$ cat src/pdc_defines.svh
`ifndef PDC_DEFINES_SVH
`define PDC_DEFINES_SVH

// Unit halt control bit positions.
`define PDC_HALT_ADC_BIT 0
`define PDC_HALT_SER1_BIT 3
`define PDC_HALT_SER0_BIT 4
`define PDC_HALT_TMR_BIT 5
`define PDC_CLK_PIN_DISABLE_BIT 7

// Reset value and writable halt bit mask.
`define PDC_HALT_CTRL_RST 8'h00
`define PDC_HALT_MASK 8'h39

// Read data returned by a halted peripheral.
`define PDC_HALTED_RDATA 8'hFF

`endif

$ cat src/pdc_pkg.sv
package pdc_pkg;

    // ************************************************************
    // Operating modes
    // ************************************************************
    typedef enum logic [4:0] {
        PDC_RUN = 5'b00001,
        PDC_SLEEP = 5'b00010,
        PDC_SW_DEEP_SLEEP_PIN_N = 5'b00100,
        PDC_HW_DEEP_SLEEP_PIN_N = 5'b01000,
        PDC_OSC_WAIT = 5'b10000
    } pdc_mode_e;

    // Peripheral bus access from the processor.
    typedef struct packed {
        logic wr;
        logic rd;
        logic [1:0] unit;
        logic [7:0] wdata;
    } pdc_acc_s;

    // Per-unit control outputs.
    typedef struct packed {
        logic [3:0] halt;
        logic [3:0] init;
        logic [3:0] pin_release;
    } pdc_unit_s;

endpackage : pdc_pkg

$ cat src/pdc_pin_sync.sv
`timescale 1ns/1ns
`default_nettype none

module pdc_pin_sync (
    // Clock and reset
    input wire logic clk_i,
    input wire logic sys_rst_i,
    // Pins
    input wire logic [4:0] pin_i,
    output logic [4:0] pin_o
);
    logic [4:0] meta_q;
    logic [4:0] sync_q;

    // Pins idle high, so reset to the released level.
    always_ff @(posedge clk_i) begin
        if (sys_rst_i) begin
            meta_q <= 5'h1F;
            sync_q <= 5'h1F;
        end else begin
            meta_q <= pin_i;
            sync_q <= meta_q;
        end
    end

    assign pin_o = sync_q;
endmodule // pdc_pin_sync

`default_nettype wire

$ cat src/power_down_control.sv
// Summary of operation
// - Deep-sleep pin low enters hardware standby always.
// - Hardware standby halts all, resets except RAM.
// - Hardware standby floats all port pins.
// - Deep-sleep rising with init low restarts oscillator.
// - Init rising runs reset handling, then execution.
// - Halt bit set halts unit next bus cycle.
// - Halt bits 5..3 and 0 for four units.
// - Halted unit reads FF, ignores writes.
// - Halting a unit initialises all its registers.
// - Halted unit releases its pins to port.
// - Clock stop bit floats the clock pin.
// - Clock pin: float, high, or clock by mode.
// - Software standby holds port states unchanged.
// - Software standby stops CPU, clock, peripherals.
`timescale 1ns/1ns
`default_nettype none
`include "pdc_defines.svh"

module power_down_control (
    // Clock and reset
    input wire logic clk_i,
    input wire logic sys_rst_i,
    // Board pins
    input wire logic deep_sleep_pin_n_i,
    input wire logic chip_init_pin_n_i,
    input wire logic [2:0] boot_config_pins_i,
    // Processor side
    input wire logic sleep_req_i,
    input wire logic sw_deep_sleep_pin_n_req_i,
    input wire logic wake_i,
    input wire logic halt_ctrl_wr_i,
    input wire logic [7:0] halt_ctrl_wdata_i,
    input wire pdc_pkg::pdc_acc_s unit_acc_i,
    input wire logic phi_i,
    // Status and control outputs
    output logic [7:0] unit_halt_control_o,
    output pdc_pkg::pdc_mode_e mode_o,
    output logic [2:0] boot_config_o,
    output logic cpu_halt_o,
    output logic cpu_reset_o,
    output logic reset_exception_o,
    output logic osc_run_o,
    output logic ports_hiz_o,
    output logic ports_hold_o,
    output logic ram_keep_o,
    output pdc_pkg::pdc_unit_s unit_o,
    output logic unit_wr_o,
    output logic unit_rd_o,
    output logic [7:0] unit_rdata_force_o,
    output logic unit_rdata_forced_o,
    // Clock pin
    output logic clk_pin_o,
    output logic clk_pin_oe_o
);
    import pdc_pkg::*;

    // ************************************************************
    // State
    // ************************************************************
    typedef struct packed {
        pdc_mode_e mode;
        logic [7:0] ctrl;
        logic init_prev;
        logic [2:0] boot;
        logic cpu_halt;
        logic cpu_reset;
        logic rst_exc;
        logic osc_run;
        logic hiz;
        logic hold;
        logic ram_keep;
        pdc_unit_s unit;
        logic wr;
        logic rd;
        logic forced;
        logic clk_pin;
        logic clk_oe;
    } pdc_state_s;

    pdc_state_s st_q;
    pdc_state_s st_d;
    logic [4:0] pins;
    logic deep_sleep_pin_n_n;
    logic init_n;
    logic [3:0] halt_new;

    pdc_pin_sync u_sync (
        .clk_i(clk_i),
        .sys_rst_i(sys_rst_i),
        .pin_i({boot_config_pins_i, chip_init_pin_n_i, deep_sleep_pin_n_i}),
        .pin_o(pins)
    );
    assign deep_sleep_pin_n_n = pins[0];
    assign init_n = pins[1];

    // Maps a control byte onto the four unit halt flags.
    function automatic logic [3:0] pdc_halts(input logic [7:0] c);
        pdc_halts = {c[`PDC_HALT_TMR_BIT], c[`PDC_HALT_SER0_BIT],
            c[`PDC_HALT_SER1_BIT], c[`PDC_HALT_ADC_BIT]};
    endfunction

    assign halt_new = pdc_halts(st_q.ctrl);

    // ************************************************************
    // Next state
    // ************************************************************
    always_comb begin
        st_d = st_q;
        st_d.init_prev = init_n;
        st_d.rst_exc = 1'b0;
        st_d.unit.init = 4'h0;
        unique case (st_q.mode)
            PDC_RUN: begin
                if (sw_deep_sleep_pin_n_req_i) begin
                    st_d.mode = PDC_SW_DEEP_SLEEP_PIN_N;
                end else if (sleep_req_i) begin
                    st_d.mode = PDC_SLEEP;
                end
            end
            PDC_SLEEP: begin
                if (wake_i) begin
                    st_d.mode = PDC_RUN;
                end
            end
            PDC_SW_DEEP_SLEEP_PIN_N: begin
                if (wake_i) begin
                    st_d.mode = PDC_RUN;
                end
            end
            PDC_HW_DEEP_SLEEP_PIN_N: begin
                if (deep_sleep_pin_n_n && !init_n) begin
                    st_d.mode = PDC_OSC_WAIT;
                end
            end
            PDC_OSC_WAIT: begin
                if (init_n && !st_q.init_prev) begin
                    st_d.mode = PDC_RUN;
                    st_d.rst_exc = 1'b1;
                end
            end
            default: st_d.mode = PDC_RUN;
        endcase
        // Reset pin low outside hardware standby and oscillator wait returns to run under reset.
        if (!init_n && st_d.mode != PDC_HW_DEEP_SLEEP_PIN_N &&
            st_d.mode != PDC_OSC_WAIT) begin
            st_d.mode = PDC_RUN;
        end
        if (!deep_sleep_pin_n_n) begin
            st_d.mode = PDC_HW_DEEP_SLEEP_PIN_N;
        end
        // Processor writes only land while running.
        if (halt_ctrl_wr_i && st_q.mode == PDC_RUN && init_n) begin
            st_d.ctrl = halt_ctrl_wdata_i & (`PDC_HALT_MASK |
                (8'h01 << `PDC_CLK_PIN_DISABLE_BIT));
        end
        if (st_d.mode == PDC_HW_DEEP_SLEEP_PIN_N || st_d.mode == PDC_OSC_WAIT) begin
            st_d.ctrl = `PDC_HALT_CTRL_RST;
        end
        // The new halt takes effect one cycle after the write.
        st_d.unit.init = halt_new & ~st_q.unit.halt;
        st_d.unit.halt = halt_new;
        st_d.unit.pin_release = halt_new;
        if (st_d.mode inside {PDC_HW_DEEP_SLEEP_PIN_N, PDC_OSC_WAIT, PDC_SW_DEEP_SLEEP_PIN_N}) begin
            st_d.unit.init = 4'hF;
        end
        st_d.cpu_halt = st_d.mode != PDC_RUN;
        st_d.cpu_reset = st_d.mode inside {PDC_HW_DEEP_SLEEP_PIN_N, PDC_OSC_WAIT} ||
            !init_n;
        st_d.osc_run = st_d.mode inside {PDC_RUN, PDC_SLEEP, PDC_OSC_WAIT};
        st_d.hiz = st_d.mode inside {PDC_HW_DEEP_SLEEP_PIN_N, PDC_OSC_WAIT};
        st_d.hold = st_d.mode == PDC_SW_DEEP_SLEEP_PIN_N;
        // RAM is never reset here; keep is raised only in hardware standby, oscillator wait and software standby.
        st_d.ram_keep = st_d.hiz || st_d.hold;
        if (st_d.mode != PDC_HW_DEEP_SLEEP_PIN_N && st_d.mode != PDC_OSC_WAIT) begin
            st_d.boot = pins[4:2];
        end
        // A halted unit's register port reads FF and drops writes.
        st_d.forced = halt_new[unit_acc_i.unit] &&
            (unit_acc_i.rd || unit_acc_i.wr);
        st_d.wr = unit_acc_i.wr && !halt_new[unit_acc_i.unit];
        st_d.rd = unit_acc_i.rd && !halt_new[unit_acc_i.unit];
        // Clock pin behaviour per mode and stop bit.
        st_d.clk_oe = !st_d.ctrl[`PDC_CLK_PIN_DISABLE_BIT] &&
            !st_d.hiz;
        st_d.clk_pin = (st_d.mode == PDC_SW_DEEP_SLEEP_PIN_N) ? 1'b1 : phi_i;
    end

    always_ff @(posedge clk_i) begin
        if (sys_rst_i) begin
            st_q <= '{mode: PDC_RUN, ctrl: `PDC_HALT_CTRL_RST,
                init_prev: 1'b1, boot: 3'h0, cpu_halt: 1'b0,
                cpu_reset: 1'b1, rst_exc: 1'b0, osc_run: 1'b1,
                hiz: 1'b0, hold: 1'b0, ram_keep: 1'b0, unit: '0,
                wr: 1'b0, rd: 1'b0,
                forced: 1'b0, clk_pin: 1'b0, clk_oe: 1'b1};
        end else begin
            st_q <= st_d;
        end
    end

    // ************************************************************
    // Outputs
    // ************************************************************
    assign unit_halt_control_o = st_q.ctrl;
    assign mode_o = st_q.mode;
    assign boot_config_o = st_q.boot;
    assign cpu_halt_o = st_q.cpu_halt;
    assign cpu_reset_o = st_q.cpu_reset;
    assign reset_exception_o = st_q.rst_exc;
    assign osc_run_o = st_q.osc_run;
    assign ports_hiz_o = st_q.hiz;
    assign ports_hold_o = st_q.hold;
    assign ram_keep_o = st_q.ram_keep;
    assign unit_o = st_q.unit;
    assign unit_wr_o = st_q.wr;
    assign unit_rd_o = st_q.rd;
    assign unit_rdata_force_o = `PDC_HALTED_RDATA;
    assign unit_rdata_forced_o = st_q.forced;
    assign clk_pin_o = st_q.clk_pin;
    assign clk_pin_oe_o = st_q.clk_oe;
endmodule // power_down_control

`default_nettype wire

$ cat config.mk
export PLATFORM = sky130hd
export DESIGN_NAME = power_down_control
export DESIGN_NICKNAME = d
export VERILOG_FILES = /design/src/pdc_pkg.sv /design/src/pdc_pin_sync.sv /design/src/power_down_control.sv
export VERILOG_INCLUDE_DIRS = /design/src
export SDC_FILE = /design/constraint.sdc
export NUM_CORES = 1
export LEC_CHECK = 0
export ABC_AREA = 1
export CORE_MARGIN = 10
export CORE_UTILIZATION = 35
export CTS_BUF_LIST = sky130_fd_sc_hd__clkbuf_2 sky130_fd_sc_hd__clkbuf_4 sky130_fd_sc_hd__clkbuf_8
export CTS_CLUSTER_SIZE = 30
export DETAILED_ROUTE_END_ITERATION = 12
export DONT_BUFFER_PORTS = 1
export PLACE_DENSITY = 0.49
export SLEW_MARGIN = 20
export SYNTH_ARGS = -nofsm -noshare
export SYNTH_HDL_FRONTEND = slang
export SYNTH_HIERARCHICAL = 1
export SYNTH_SLANG_ARGS = --single-unit
$ cat constraint.sdc
create_clock -name clk_i -period 1.7 [get_ports clk_i]
set_input_delay 0.085 -clock clk_i [delete_from_list [all_inputs] [get_ports clk_i]]
set_output_delay 0.085 -clock clk_i [all_outputs]
set_load 0.01 [all_outputs]
==> impl_metrics.tcl <==
set metrics [dict create \
    hp-class "primary input to flip-flop" \
    critPathCaptureType "flip-flop" \
    slew_headroom 0.554 \
    r2r_end "unit_halt_control_o[5]" \
    r2r-start "mode_o[1]" \
    slew_violations 0 \
    yosysWarningCount 6 \
    grt_antenna_before_repair 0 \
    irDropWorstVdd_v 0.000402 \
    initial_core_util 0.357 \
    start_kind "flip-flop" \
    drive_gt1_frac 0.145 \
    area_delta_synth_final_pct 3.52 \
    fmax_mhz 658 \
    cp_data_arrival_time_ps 1700 \
    yosys.area.top_type "dfxtp_1" \
    leakage_nw 0.990 \
    ys_top_cells_by_area "dfxtp_1 45%, buf_4 14%, nand2_1 12%, inv_1 5.8%, nor2_1 3.1%" \
    finalNetCount 273 \
    place.port_buffers 0 \
    reg2reg_depth 6 \
    die-area_um2 8980 \
    top_level_ports 80 \
    postCtsResizedCells 0 \
    h-tree-depth 2 \
    cts.sinks 44 \
    grt_pass1_wl_mm 6.49 \
    placementRows 27 \
    regToRegSetupSlack_ps 180 \
    layout_worst_path_cycle_share 0.894 \
    ant_nets 0 \
    grtUsageTotal 0.0910 \
    ys_seq_elements 44 \
    post-route-min-period_ps 1520 \
    initialDrtViolationCount 42 \
    layout_commonest_cell "nand2_1" \
    grt_pass1_vias 1305 \
    core_area_um2 5470 \
    synthDistinctLibCells 28 \
    cts_inserted_buffers 5 \
    gp_congestion 0.750 \
    regArea_um2 881 \
    avgViaCountPerCell 4.19 \
    place_inst 294 \
    finClkSkew_ps 4.70 \
    cts_tree "built" \
    worstHoldStart "halt_ctrl_wdata_i[4]" \
    run_status "finished clean" \
    die_width_um 94.8 \
    grt-ovfl-total 0 \
    drv_cap 0 \
    n_antenna_cell 0 \
    drt-pass1-iter-count 4 \
    clock_path_buffers 2 \
    final_cell_mix "65 x nand2_1, 44 x dfxtp_1, 30 x inv_1" \
    holdPathStages 2 \
    p_per_area_nw_per_um2 1080 \
    wl_mm 4.03 \
    grt_max_degree 13 \
    setup_viol 0 \
    finalPower_mw 2.18 \
    synth_top_area_frac 0.450 \
    hpwl_mm 3.11 \
    fill_cells 597 \
    seq_area_frac_synth 0.450 \
    syn_area_um2 1960 \
    required_ps 1880 \
    hold_viol_final 0 \
    netlist_instances 250 \
    num_vias 1312 \
    hold_end "unit_halt_control_o[4]" \
    multiInputGateArea_um2 692 \
    worstMarginPinSlew_ps 666 \
    clk_pin_slew_ps 80 \
    wl_per_cell_um 12.9 \
    clk_latency_ps 290 \
    drc 0 \
    rsz0062_at_grt "yes" \
    fin_cells 313 \
    critPathKind "flip-flop to flip-flop" \
    holdWs_ps 9.31 \
    crit_path_max_fanout 10 \
    cts_root_buf "clkbuf_8" \
    syn-mean-instance-area_um2 7.82 \
    die_h_um 94.8 \
]
critical path, stage by stage, from the launching register on:
cell     delay, ps
dfxtp_1        440
nor2_1         180
nand2_1         80
nor2_2         180
nand3_2        210
o21ai_0        260
nor2_2          60
area by class of cell:
class / count / area share
clock buffer: 7 / 0.0476
multi-input combinational: 141 / 0.342
inverter: 36 / 0.0680
timing repair buffer: 13 / 0.0630
tap: 72 / 0.0445
sequential: 44 / 0.435
cell usage after synthesis (all sizes together):
master and n:
conb 2, o21ai 9, a21oi 3, nand2 71
o22ai 1, a32oi 1, nor3 2, nand4 2
nor2 27, dfxtp 44, clkinv 1, inv 35
a21boi 2, clkbuf 1, buf 37, nand3 12
per-stage QoR:
step,worst slack (ps),area (um2),setup TNS (ps),util
final,181,2020,0,0.370
after global routing,-4.25,2020,-4.25,0.370
after CTS,156,2020,0,0.370
after detailed placement,174,1810,0,0.330
after global placement,186,1810,0,0.330
after floorplan,472,1990,0,-
repair_timing:
item	CTS	global route
setup buffers	0	0
hold buffers	12	0
endpoints found under the setup margin	0	1
endpoints found under the hold margin	37	0
routing by layer:
| layer | vias to the layer above | global-route usage | wire length (um) |
|---|---|---|---|
| met1 | 575 | 0.112 | 1790 |
| met3 | 7 | 0.0436 | 383 |
| met4 | 0 | 0.0262 | 44 |
| met5 | - | 0 | 0 |
| li1 | 685 | - | - |
| met2 | 45 | 0.139 | 1820 |
sequential cells by signal, summed over array words and instances, names as in the netlist, 3 cells and up:
register / count
mode_o: 5
u_sync/pin_o: 5
u_sync/meta_q: 5
unit_o: 8
unit_halt_control_o: 5
boot_config_o: 3
logic make-up (layout without fill, tap and decap cells):
kind of cell | Yosys count | count (layout) | share of synthesized area
AO/OA/AOI/OAI | 16 | 16 | 0.0557
buffers and inverters | 74 | 56 | 0.213
flip-flops | 44 | 44 | 0.450
other | 2 | 11 | 0.00384
AND/OR/NAND/NOR | 114 | 114 | 0.277
where the power goes:
| part | leakage [nW] | total (mW) | switching [mW] | internal (mW) |
|---|---|---|---|---|
| Clock | 0.0503 | 0.691 | 0.329 | 0.362 |
| Sequential | 0.364 | 1.21 | 0.0991 | 1.12 |
| Combinational | 0.576 | 0.280 | 0.173 | 0.106 |
| Total | 0.990 | 2.18 | 0.601 | 1.58 |
worst max-delay path by stage:
stage / from / endpoint / slack [ps] / cells past startpoint
floorplan: mode_o[0] / unit_halt_control_o[0] / 470 / 10
global placement: mode_o[1] / unit_halt_control_o[5] / 190 / 6
detailed placement: mode_o[1] / unit_halt_control_o[5] / 170 / 6
CTS: mode_o[1] / unit_halt_control_o[5] / 160 / 6
global route: mode_o[1] / unit_halt_control_o[3] / -4 / 6
finish: mode_o[1] / unit_halt_control_o[5] / 180 / 6
Power figures use the tool's default switching activity.
